`src/shared/dma_map.svh`:
```
// constant map for the six-channel dma controller
`ifndef DMA_MAP_SVH
`define DMA_MAP_SVH
`define DMA_NUM_CH 6
`define DMA_AW 16
`define DMA_DW 16
`define DMA_SYNC_NONE 4'h0
`define DMA_SYNC_P0_RX 4'h1
`define DMA_SYNC_P0_TX 4'h2
`define DMA_SYNC_P1_RX 4'h5
`define DMA_SYNC_P1_TX 4'h6
`define DMA_SYNC_TMR0 4'hd
`define DMA_SYNC_XINT3 4'he
`define DMA_SYNC_TMR1 4'hf
`define DMA_ROUTE_NONE 2'h0
`define DMA_ROUTE_CH23 2'h1
`define DMA_ROUTE_CH123 2'h2
`define DMA_AM_CONST 2'h0
`define DMA_AM_INC 2'h1
`define DMA_AM_DEC 2'h2
`define DMA_AM_INDEX 2'h3
`define DMA_ZERO16 16'h0000
`define DMA_ONE16 16'h0001
`define DMA_ZERO8 8'h00
`endif

```
`src/shared/dma_pkg.sv`:
```
// types for the six-channel dma controller
package dma_pkg;
    typedef struct packed {
        logic [1:0] src_mode;
        logic [1:0] dst_mode;
        logic src_index_sel;
        logic dst_index_sel;
        logic auto_reload_enable;
        logic channel_interrupt_enable;
        logic interrupt_timing_mode;
        logic autobuffering_mode;
        logic double_word;
        logic [3:0] sync_event_select;
    } channel_mode_control_t;

    typedef struct packed {
        logic [15:0] src;
        logic [15:0] dst;
        logic [15:0] count;
        logic [7:0] frames;
    } channel_context_t;

    typedef struct packed {
        logic [15:0] addr;
        logic [15:0] data;
    } mem_word_t;

    typedef enum logic [3:0] {
        ST_IDLE = 4'b0001,
        ST_READ = 4'b0010,
        ST_WAIT = 4'b0100,
        ST_WRITE = 4'b1000
    } xfer_state_t;
endpackage : dma_pkg

```
`src/core/dma_controller.sv`:
```
// six-channel direct memory access controller
//
// Functional notes
// - six channels, each with its own address, count and frame context
// - dma memory access wins over the processor access to internal memory
// - each channel high or low priority; round-robin within a level
// - source and destination updated separately: hold, increment, decrement, index
// - auto reload restores addresses and count from global registers after block
// - global reload registers are sampled only when a block completes
// - 8-bit frame count, zero means one frame, decremented on frame's last read
// - at block end with auto reload, frame count reloads from global frame reload
// - 16-bit element count decremented per element, once per pair in double-word; all ones means 65536 elements
// - with auto reload, element count reloads from global count reload at block end
// - double-word moves two 16-bit transfers per element, addresses updated each
// - non-last transfers of a frame add the selected element index
// - the last transfer of a frame adds the selected frame index instead
// - two element and two frame indexes shared, picked per channel select bits
// - interrupt enable off gives none; autobuffer: full, or half and full
// - multi-frame: block end only, or every frame end plus block end
// - 4-bit sync code picks the event; other codes reserved and never fire
// - 2-bit route select: 00 none, 01 channels 2,3, 10 channels 1,2,3
// - address map is fixed, independent of processor memory mode bits
`include "dma_map.svh"
module dma_controller
    import dma_pkg::*;
(
    // clock and reset
    input wire logic clk_i,
    input wire logic rst_b_i,
    // channel configuration
    input wire logic [`DMA_NUM_CH-1:0] channel_enable_i,
    input wire logic [`DMA_NUM_CH-1:0] channel_high_priority_i,
    input wire channel_mode_control_t [`DMA_NUM_CH-1:0] channel_mode_control_i,
    input wire logic [`DMA_NUM_CH-1:0] channel_load_i,
    input wire channel_context_t channel_load_value_i,
    input wire logic [1:0] interrupt_route_select_i,
    // shared index and reload registers
    input wire logic [15:0] element_index_a_i,
    input wire logic [15:0] element_index_b_i,
    input wire logic [15:0] frame_index_a_i,
    input wire logic [15:0] frame_index_b_i,
    input wire logic [15:0] global_source_reload_i,
    input wire logic [15:0] global_dest_reload_i,
    input wire logic [15:0] global_count_reload_i,
    input wire logic [7:0] global_frame_reload_i,
    // synchronization events, pulses from other clocking
    input wire logic port0_receive_event_i,
    input wire logic port0_transmit_event_i,
    input wire logic port1_receive_event_i,
    input wire logic port1_transmit_event_i,
    input wire logic timer0_event_i,
    input wire logic ext_int3_event_i,
    input wire logic timer1_event_i,
    // interrupt sources that share lines
    input wire logic timer1_interrupt_i,
    input wire logic port1_receive_interrupt_i,
    input wire logic port1_transmit_interrupt_i,
    // memory port
    output logic mem_req_o,
    output logic mem_we_o,
    output logic [15:0] mem_addr_o,
    output logic [15:0] mem_wdata_o,
    input wire logic [15:0] mem_rdata_i,
    output logic cpu_stall_o,
    input wire logic cpu_mem_req_i,
    // status and interrupts
    output logic [`DMA_NUM_CH-1:0] channel_busy_o,
    output logic [`DMA_NUM_CH-1:0] channel_interrupt_o,
    output logic [2:0] shared_line_o
);
    localparam int NCH = `DMA_NUM_CH;

    typedef struct packed {
        channel_context_t [NCH-1:0] ctx;
        logic [NCH-1:0] busy;
        logic [NCH-1:0] pend;
        logic [NCH-1:0] half;
        logic [NCH-1:0] irq;
        logic [2:0] line;
        logic [NCH-1:0][15:0] total;
        xfer_state_t st;
        logic [2:0] cur;
        logic second;
        logic [6:0] ev_s1;
        logic [6:0] ev_s2;
        logic [6:0] ev_s3;
        logic req;
        logic we;
        logic [15:0] addr;
        logic [15:0] wdata;
        logic stall;
    } ctl_state_t;
    ctl_state_t s_q, s_d;

    // =========================
    // event synchronisers and sync select
    logic [6:0] ev_raw, ev_rise;
    assign ev_raw = {timer1_event_i, ext_int3_event_i, timer0_event_i,
                     port1_transmit_event_i, port1_receive_event_i,
                     port0_transmit_event_i, port0_receive_event_i};
    assign ev_rise = s_q.ev_s2 & ~s_q.ev_s3;

    logic [NCH-1:0] ev_hit, ready_ch;
    for (genvar c = 0; c < NCH; c++)
    begin : g_sync
        always_comb
        begin
            case (channel_mode_control_i[c].sync_event_select)
                `DMA_SYNC_P0_RX: ev_hit[c] = ev_rise[0];
                `DMA_SYNC_P0_TX: ev_hit[c] = ev_rise[1];
                `DMA_SYNC_P1_RX: ev_hit[c] = ev_rise[2];
                `DMA_SYNC_P1_TX: ev_hit[c] = ev_rise[3];
                `DMA_SYNC_TMR0: ev_hit[c] = ev_rise[4];
                `DMA_SYNC_XINT3: ev_hit[c] = ev_rise[5];
                `DMA_SYNC_TMR1: ev_hit[c] = ev_rise[6];
                default: ev_hit[c] = 1'b0;
            endcase
            // unsynced channels request every time
            ready_ch[c] = s_q.busy[c] && channel_enable_i[c] &&
                ((channel_mode_control_i[c].sync_event_select == `DMA_SYNC_NONE) ||
                 s_q.pend[c]);
        end
    end

    // =========================
    // arbiter and read/write buffer
    logic grant_valid, take;
    logic [2:0] grant;
    dma_arbiter u_arb (
        .clk_i(clk_i),
        .rst_b_i(rst_b_i),
        .req_i(ready_ch),
        .high_i(channel_high_priority_i),
        .take_i(take),
        .grant_valid_o(grant_valid),
        .grant_o(grant)
    );

    logic buf_in_ready, buf_out_valid, buf_out_ready;
    mem_word_t buf_in, buf_out;
    dma_skid u_buf (
        .clk_i(clk_i),
        .rst_b_i(rst_b_i),
        .in_valid_i(s_q.st == ST_WAIT),
        .in_data_i(buf_in),
        .in_ready_o(buf_in_ready),
        .out_valid_o(buf_out_valid),
        .out_data_o(buf_out),
        .out_ready_i(buf_out_ready)
    );

    // =========================
    // address step
    function automatic logic [15:0] step(input logic [15:0] a, input logic [1:0] m,
                                         input logic [15:0] idx);
        case (m)
            `DMA_AM_INC: step = 16'(a + `DMA_ONE16);
            `DMA_AM_DEC: step = 16'(a - `DMA_ONE16);
            `DMA_AM_INDEX: step = 16'(a + idx);
            default: step = a;
        endcase
    endfunction : step

    channel_mode_control_t m;
    channel_context_t cx;
    logic last_elem, last_frame, last_xfer, frame_end;
    logic [15:0] s_idx, d_idx;
    always_comb
    begin
        m = channel_mode_control_i[s_q.cur];
        cx = s_q.ctx[s_q.cur];
        last_elem = cx.count == `DMA_ZERO16;
        last_frame = cx.frames == `DMA_ZERO8; // zero means a single frame
        last_xfer = last_elem && (!m.double_word || s_q.second);
        // selected index pair, frame index on the frame's last transfer
        s_idx = last_xfer ? (m.src_index_sel ? frame_index_b_i : frame_index_a_i)
                          : (m.src_index_sel ? element_index_b_i : element_index_a_i);
        d_idx = last_xfer ? (m.dst_index_sel ? frame_index_b_i : frame_index_a_i)
                          : (m.dst_index_sel ? element_index_b_i : element_index_a_i);
        frame_end = last_xfer;
        buf_in = '{addr: cx.dst, data: mem_rdata_i};
        // writes drain only while the read side is idle, keeping one port
        buf_out_ready = (s_q.st == ST_IDLE);
        take = (s_q.st == ST_IDLE) && grant_valid && !buf_out_valid;
    end

    // =========================
    // main sequencer
    always_comb
    begin
        s_d = s_q;
        s_d.ev_s1 = ev_raw;
        s_d.ev_s2 = s_q.ev_s1;
        s_d.ev_s3 = s_q.ev_s2;
        s_d.req = 1'b0;
        s_d.we = 1'b0;
        s_d.irq = '0;
        // dma goes first; the processor waits on any clash
        s_d.stall = 1'b0;
        for (int c = 0; c < NCH; c++)
        begin
            if (ev_hit[c])
                s_d.pend[c] = 1'b1; // event arms one element
            if (channel_load_i[c])
            begin
                s_d.ctx[c] = channel_load_value_i; // independent context
                s_d.busy[c] = 1'b1;
                s_d.half[c] = 1'b0;
                s_d.pend[c] = 1'b0;
                s_d.total[c] = channel_load_value_i.count;
            end
            if (!channel_enable_i[c])
                s_d.busy[c] = 1'b0;
        end
        case (s_q.st)
            ST_IDLE:
            begin
                if (buf_out_valid)
                begin
                    s_d.req = 1'b1;
                    s_d.we = 1'b1;
                    s_d.addr = buf_out.addr;
                    s_d.wdata = buf_out.data;
                    s_d.stall = cpu_mem_req_i;
                end
                else if (take)
                begin
                    s_d.cur = s_q.second ? s_q.cur : grant;
                    s_d.st = ST_READ;
                    s_d.req = 1'b1;
                    s_d.addr = s_q.ctx[s_d.cur].src; // fixed map, no mode bits
                    s_d.stall = cpu_mem_req_i;
                end
            end
            ST_READ:
                s_d.st = ST_WAIT;
            ST_WAIT:
            begin
                if (buf_in_ready)
                begin
                    s_d.st = ST_IDLE;
                    s_d.ctx[s_q.cur].src = step(cx.src, m.src_mode, s_idx);
                    s_d.ctx[s_q.cur].dst = step(cx.dst, m.dst_mode, d_idx);
                    if (m.double_word && !s_q.second)
                        s_d.second = 1'b1; // second half of the pair
                    else
                    begin
                        s_d.second = 1'b0;
                        if (m.sync_event_select != `DMA_SYNC_NONE)
                            s_d.pend[s_q.cur] = ev_hit[s_q.cur];
                        // one element per pair, count per pair
                        s_d.ctx[s_q.cur].count = 16'(cx.count - `DMA_ONE16);
                        if (m.autobuffering_mode && m.channel_interrupt_enable &&
                            m.interrupt_timing_mode && !s_q.half[s_q.cur] &&
                            cx.count == {1'b0, s_q.total[s_q.cur][15:1]})
                        begin
                            s_d.half[s_q.cur] = 1'b1;
                            s_d.irq[s_q.cur] = 1'b1; // half buffer
                        end
                        if (frame_end && !last_frame)
                        begin
                            s_d.ctx[s_q.cur].frames = 8'(cx.frames - 8'h01);
                            s_d.ctx[s_q.cur].count = s_q.total[s_q.cur];
                            if (m.channel_interrupt_enable && m.interrupt_timing_mode &&
                                !m.autobuffering_mode)
                                s_d.irq[s_q.cur] = 1'b1; // frame end
                        end
                        else if (frame_end)
                        begin
                            s_d.irq[s_q.cur] = m.channel_interrupt_enable;
                            s_d.half[s_q.cur] = 1'b0;
                            if (m.auto_reload_enable)
                            begin
                                // sampled only here
                                s_d.ctx[s_q.cur].src = global_source_reload_i;
                                s_d.ctx[s_q.cur].dst = global_dest_reload_i;
                                s_d.ctx[s_q.cur].count = global_count_reload_i;
                                s_d.total[s_q.cur] = global_count_reload_i;
                                s_d.ctx[s_q.cur].frames = global_frame_reload_i;
                            end
                            else
                                s_d.busy[s_q.cur] = 1'b0;
                        end
                    end
                end
            end
            default:
                s_d.st = ST_IDLE;
        endcase
        // lines shared with other sources
        case (interrupt_route_select_i)
            `DMA_ROUTE_CH23:
                s_d.line = {s_d.irq[3], s_d.irq[2], timer1_interrupt_i};
            `DMA_ROUTE_CH123:
                s_d.line = {s_d.irq[3], s_d.irq[2], s_d.irq[1]};
            default:
                s_d.line = {port1_transmit_interrupt_i, port1_receive_interrupt_i,
                            timer1_interrupt_i};
        endcase
    end

    always_ff @(posedge clk_i or negedge rst_b_i)
    begin
        if (!rst_b_i)
        begin
            s_q <= '0;
            s_q.st <= ST_IDLE;
        end
        else
            s_q <= s_d;
    end

    // =========================
    // outputs, all registered
    assign mem_req_o = s_q.req;
    assign mem_we_o = s_q.we;
    assign mem_addr_o = s_q.addr;
    assign mem_wdata_o = s_q.wdata;
    assign cpu_stall_o = s_q.stall;
    assign channel_busy_o = s_q.busy;
    assign channel_interrupt_o = s_q.irq;
    assign shared_line_o = s_q.line;
endmodule : dma_controller

```
`src/core/dma_arbiter.sv`:
```
// two-level round-robin arbiter over the dma channels
`include "dma_map.svh"
module dma_arbiter
    import dma_pkg::*;
(
    // clock and reset
    input wire logic clk_i,
    input wire logic rst_b_i,
    // requests
    input wire logic [`DMA_NUM_CH-1:0] req_i,
    input wire logic [`DMA_NUM_CH-1:0] high_i,
    input wire logic take_i,
    // grant
    output logic grant_valid_o,
    output logic [2:0] grant_o
);
    typedef struct packed {
        logic [2:0] last_hi;
        logic [2:0] last_lo;
    } arb_state_t;
    arb_state_t s_q, s_d;

    // =========================
    // search from the last served channel of each level
    function automatic logic [3:0] pick(input logic [`DMA_NUM_CH-1:0] r,
                                        input logic [2:0] last);
        logic [3:0] res;
        logic [2:0] idx;
        res = 4'h0;
        for (int k = `DMA_NUM_CH; k >= 1; k--)
        begin
            idx = 3'((int'(last) + k) % `DMA_NUM_CH);
            if (r[idx])
                res = {1'b1, idx};
        end
        return res;
    endfunction : pick

    logic [3:0] hi_pick, lo_pick;
    always_comb
    begin
        hi_pick = pick(req_i & high_i, s_q.last_hi);
        lo_pick = pick(req_i & ~high_i, s_q.last_lo);
        grant_valid_o = hi_pick[3] | lo_pick[3];
        grant_o = hi_pick[3] ? hi_pick[2:0] : lo_pick[2:0]; // high level first
        s_d = s_q;
        if (take_i && hi_pick[3])
            s_d.last_hi = hi_pick[2:0]; // rotate within level
        else if (take_i && lo_pick[3])
            s_d.last_lo = lo_pick[2:0];
    end

    always_ff @(posedge clk_i or negedge rst_b_i)
    begin
        if (!rst_b_i)
            s_q <= '{last_hi: 3'h5, last_lo: 3'h5};
        else
            s_q <= s_d;
    end
endmodule : dma_arbiter

```
`src/core/dma_skid.sv`:
```
// two-entry buffer holding words read and not yet written
module dma_skid
    import dma_pkg::*;
(
    // clock and reset
    input wire logic clk_i,
    input wire logic rst_b_i,
    // fill side
    input wire logic in_valid_i,
    input wire mem_word_t in_data_i,
    output logic in_ready_o,
    // drain side
    output logic out_valid_o,
    output mem_word_t out_data_o,
    input wire logic out_ready_i
);
    typedef struct packed {
        mem_word_t [1:0] mem;
        logic [1:0] cnt;
        logic rd;
        logic wr;
    } skid_state_t;
    skid_state_t s_q, s_d;

    logic push, pop;
    always_comb
    begin
        in_ready_o = s_q.cnt != 2'h2;
        out_valid_o = s_q.cnt != 2'h0;
        out_data_o = s_q.mem[s_q.rd];
        push = in_valid_i && in_ready_o;
        pop = out_valid_o && out_ready_i;
        s_d = s_q;
        if (push)
        begin
            s_d.mem[s_q.wr] = in_data_i;
            s_d.wr = ~s_q.wr;
        end
        if (pop)
            s_d.rd = ~s_q.rd;
        s_d.cnt = 2'(s_q.cnt + {1'b0, push} - {1'b0, pop});
    end

    always_ff @(posedge clk_i or negedge rst_b_i)
    begin
        if (!rst_b_i)
            s_q <= '0;
        else
            s_q <= s_d;
    end
endmodule : dma_skid

```
`config.mk`:
```
export PLATFORM = sky130hd
export DESIGN_NAME = dma_controller
export DESIGN_NICKNAME = d
export VERILOG_FILES = /design/src/shared/dma_pkg.sv /design/src/core/dma_controller.sv /design/src/core/dma_arbiter.sv /design/src/core/dma_skid.sv
export VERILOG_INCLUDE_DIRS = /design/src /design/src/shared
export SDC_FILE = /design/constraint.sdc
export NUM_CORES = 2
export LEC_CHECK = 0
export BUFFER_PORTS_ARGS = -buffer_cell sky130_fd_sc_hd__clkbuf_2
export CORE_MARGIN = 3
export CORE_UTILIZATION = 29
export CTS_BUF_LIST = sky130_fd_sc_hd__clkbuf_4 sky130_fd_sc_hd__clkbuf_8
export CTS_CLUSTER_SIZE = 10
export DETAILED_ROUTE_END_ITERATION = 12
export GPL_TIMING_DRIVEN = 1
export SLEW_MARGIN = 40
export SYNTH_ARGS = -nofsm -noshare
export SYNTH_HDL_FRONTEND = slang
export SYNTH_SLANG_ARGS = --single-unit
```
`constraint.sdc`:
```
create_clock -name clk_i -period 18.2 [get_ports clk_i]
set_clock_uncertainty 0.05 [all_clocks]
set_input_delay 1.82 -clock clk_i [delete_from_list [all_inputs] [get_ports clk_i]]
set_output_delay 1.82 -clock clk_i [all_outputs]
set_load 0.02 [all_outputs]
```
==> summary by stage <==
Critical path
The worst path arrival time is 8.84 ns. Walking the worst path, the cells encountered are buf_4 -> mux4_2 -> a22oi_1 -> nor4b_2 -> nand3_1 -> nor2_4 -> buf_4 -> mux2i_1 -> mux2_2 -> a21oi_1 -> ha_1 -> nor2b_1 -> o21ai_0 -> a21boi_0 -> o21ai_0 -> a21boi_0 -> o21ai_0 -> a21oi_1 -> o32a_1 -> a21o_1 -> a211oi_1 -> a31oi_1. The endpoint identified for the worst register-to-register timing path is s_q[521]. Among the stages of the critical path, the cell type that occurs most often is sky130_fd_sc_hd__o21ai_0.

The kind of cell with the highest combined delay along the critical path is compound AO/OA/AOI/OAI gates. The start-to-end type of the worst setup path is reg -> reg. The delay of the slowest cell on the worst path is 0.85 ns. The register-to-register setup slack is 9.95 ns. STA puts the critical path data required time at 18.79 ns.

The peak fanout along the critical path is 45. Among all stages on the critical path, the largest delay is contributed by sky130_fd_sc_hd__dfrtp_2. The worst setup path startpoint is s_q[58]. In this run the worst setup path terminates at s_q[521]. The startpoint of the lowest-slack register-to-register path is s_q[58]. STA classifies the critical path endpoint as a register. The worst setup path is launched from a register. The number of buffers and inverters on the critical path is 2. The logic depth of the worst path, buffers included is 22. Measured in cells, the most critical reg-to-reg path has a length of 22.

Synth
The share of flip-flops with an asynchronous set or reset is 100.0%. The dominant register cell in the synthesized netlist is sky130_fd_sc_hd__dfrtp_1. In this run, synthesis inferred 0 flip-flops with an integrated enable. The total nets after synthesis is 4571.

After synthesis, the cell types taking the most area are sky130_fd_sc_hd__dfrtp_1, sky130_fd_sc_hd__mux2i_1, sky130_fd_sc_hd__o21ai_0. Synthesis handed over a netlist of 4192 instances. The commonest cells after synthesis are sky130_fd_sc_hd__dfrtp_1, sky130_fd_sc_hd__mux2i_1, sky130_fd_sc_hd__nand2_1, sky130_fd_sc_hd__o21ai_0, sky130_fd_sc_hd__a21oi_1.

The number of synthesis warnings is 0. The most used standard cell by instance count after synthesis is sky130_fd_sc_hd__dfrtp_1. In this run the cell area of the synthesized design comes to 38390 µm².

Summed over all instances, the cell type with the most area after synthesis is sky130_fd_sc_hd__dfrtp_1. The fraction of the yosys area taken by sequential cells is 38.86%. The share of the synthesized area in the top cell type is 38.52%. The post-synthesis cell type count is 101.

Averaged over all synthesized cells, the footprint is 9.158 µm². The total of flip-flops plus latches after synthesis is 596.

STA
Measured against its own limit, the worst slew margin works out to 38.79%. The worst path needs 8.251 ns of the cycle, external delays included. Setup repair after global routing left no endpoint under its margin.

The maximum clock frequency is 0.1212 GHz. The number of setup violations in the final report is 0. The final count of hold timing violations was 0. Of the available clock period, the critical path in the final layout requires 45.34%. At the pin with the least slew margin, the transition time is 0.9160 ns. Summed over all failing endpoints, the final setup total negative slack is 0 ns. The max-slew violation count is 0.

Floorplan
The floorplan step defined a core boundary enclosing 130500 µm². The total I/O pin count is 365. The die is 369.9 µm wide. The cell row count is 132. The area enclosed by the die boundary is 136800 µm².

The floorplan step set the die height to 369.9 µm. For this configuration, the core starts out at a cell density of 29.42%.

Placed design
The placer congestion estimate is 0.9502. The count of port buffers added during placement is 364. The estimated wirelength of the detail-placed design is 103900 µm.

Cells and area
Cells with a size suffix above 1 make up 19.58% of the layout. The total area of multi-input combinational cells is 21740 µm². The final layout contains 4753 nets. From synthesis to final layout, the design area changed by 15.22%. The area taken by flip-flops and latches is 14930 µm². The filler cell count in the final layout is 13520.

Routing
The count of nets left with antenna violations once routing finished came out at 0. For this block, the routed nets add up to 157300 µm of wire. The number of iterations in the first detailed-routing pass is 6. For this block, the via count after detailed routing is 35443. In the routed layout, each cell is associated on average with a via count of 5.703. The number of DRC violations after detailed routing is 0. The average routed wire per standard cell is 25.30 µm. The detailed router finished its first iteration with 3539 violations.

Global route
The combined global-route utilization of all metal layers is 22.15%. Entering global routing, the biggest net connects 144 pins. The initial antenna violation count is 24. The via count of the first global-routing pass is 34960.

The first-pass GRT wire length is 230300 µm. The total overflow reported by the global router is 0.

Outcome
The run finished with clean final reports.

Clocking
TritonCTS built the clock tree. The number of buffers added for setup after CTS is 0. The level count of the clock H-tree is 3. The sink count of the clock tree is 596.

The worst-skew pair later-pin latency is 0.82 ns. The number of buffers added to fix hold violations after cts is 0. The maximum number of buffers from clock root to sink is 3. CTS placed an instance of sky130_fd_sc_hd__clkbuf_8 at the clock tree root. After clock tree synthesis, the clock-pin slew on the worst setup and hold paths is 0.07 ns.

Buffers inserted during clock tree synthesis total 106. In this run, post-CTS repair resized a total of 0 instances.

Power and ir drop
The worst-case IR drop observed on VDD is 0.08393 mV. Dividing total power by cell area gives a power density of 145.3 nW/µm². Total power for the finished layout comes to 0.006426 W. The static leakage is 18.85 nW.

Job
The max-capacitance violation count is 0.

Worst hold path
The tightest min-delay check is of the reg -> reg type.
-- report_power, final --
part | leakage (nW) | switching, W | internal (W)
Sequential | 7.18 | 0.000165 | 0.00148
Clock | 1.26 | 0.000615 | 0.000793
Combinational | 10.4 | 0.00224 | 0.00113
Total | 18.9 | 0.00302 | 0.00340
-- worst reg2reg max path, stage by stage, from the launching register on --
cell and delay, ns:
sky130_fd_sc_hd__dfrtp_2 0.85, sky130_fd_sc_hd__buf_4 0.59, sky130_fd_sc_hd__mux4_2 0.41, sky130_fd_sc_hd__a22oi_1 0.52, sky130_fd_sc_hd__nor4b_2 0.52, sky130_fd_sc_hd__nand3_1 0.36, sky130_fd_sc_hd__nor2_4 0.15, sky130_fd_sc_hd__buf_4 0.59
sky130_fd_sc_hd__mux2i_1 0.29, sky130_fd_sc_hd__mux2_2 0.30, sky130_fd_sc_hd__a21oi_1 0.19, sky130_fd_sc_hd__ha_1 0.29, sky130_fd_sc_hd__nor2b_1 0.14, sky130_fd_sc_hd__o21ai_0 0.22, sky130_fd_sc_hd__a21boi_0 0.16, sky130_fd_sc_hd__o21ai_0 0.29
sky130_fd_sc_hd__a21boi_0 0.17, sky130_fd_sc_hd__o21ai_0 0.36, sky130_fd_sc_hd__a21oi_1 0.18, sky130_fd_sc_hd__o32a_1 0.42, sky130_fd_sc_hd__a21o_1 0.19, sky130_fd_sc_hd__a211oi_1 0.61, sky130_fd_sc_hd__a31oi_1 0.20
-- layout make-up --
| class | count | area share [%] |
|---|---|---|
| diodes | 15 | 0.08486 |
| clock inverters | 21 | 0.4582 |
| well taps | 1742 | 4.927 |
| inverters | 75 | 0.6364 |
| clock buffers | 171 | 4.896 |
| multi-input cells | 3148 | 49.14 |
| repair buffers | 447 | 6.110 |
| flip-flops and latches | 596 | 33.75 |
-- kinds of logic after synthesis --
family	Yosys count	share of synthesized area, %
XOR/XNOR	66	1.574
buffers and inverters	448	5.169
flip-flops	596	38.86
multiplexers	579	16.26
adder cells (fa/ha/maj)	64	2.125
AO/OA/AOI/OAI	1383	22.68
AND/OR/NAND/NOR	1056	13.33
-- worst min path at each step --
stage | start | end | slack, ns | cells past startpoint
2_1_floorplan | s_d[42] | s_d[35] | 0.28 | 0
4_1_cts | s_d[47] | s_d[40] | 0.30 | 0
6_report | s_d[47] | s_d[40] | 0.30 | 0
3_3_place_gp | s_d[44] | s_d[37] | 0.28 | 0
5_1_grt | s_d[44] | s_d[37] | 0.30 | 0
3_5_place_dp | s_d[44] | s_d[37] | 0.28 | 0
-- metrics by stage --
stage	instance area, µm²	setup WS [ns]	hold WS [ns]	instances	utilization, %
2_1_floorplan	38390	11.51	0.2812	4192	-
3_3_place_gp	41530	10.17	0.2841	5999	31.83
3_5_place_dp	41760	9.922	0.2847	6006	32.00
4_1_cts	44120	10.15	0.2988	6198	33.82
5_1_grt	44210	9.481	0.3035	6207	33.89
6_report	44230	9.949	0.2951	6215	33.90
-- state kept, by name, indices dropped and copies added, names as in the netlist --
name,count
channel_busy_o,6
channel_interrupt_o,6
cpu_stall_o,1
mem_addr_o,16
mem_req_o,1
mem_wdata_o,16
mem_we_o,1
s_d,14
s_q,458
shared_line_o,3
u_arb.s_q,6
u_buf.s_q,68
-- routing by layer --
layer	wire, µm	up-vias	part of all wire, %	track usage (%)
met2	72090	1737	46	35.43
met5	57	-	0.036	0
met4	8168	8	5.2	11.04
met1	63070	17443	40	27.61
li1	-	15820	-	-
met3	13870	435	8.8	5.690
-- cell usage in the layout (no fill, tap or decap), drive strengths merged, types with 17 or more instances in the layout --
cell	count
nor2b	95
o21a	30
inv	75
o211ai	50
a21oi	359
clkbuf	528
nor3	41
a221oi	17
a31oi	40
dfrtp	591
nand3	69
ha	62
and2	21
mux2i	455
a211oi	105
o221ai	21
o22ai	42
buf	90
xor2	28
mux4	25
nand2	397
mux2	99
o21ai	369
nor2	259
o31ai	23
nand2b	30
or3	27
xnor2	38
and3	34
a22oi	217
Note: power is estimated with default switching activity, not from simulation.
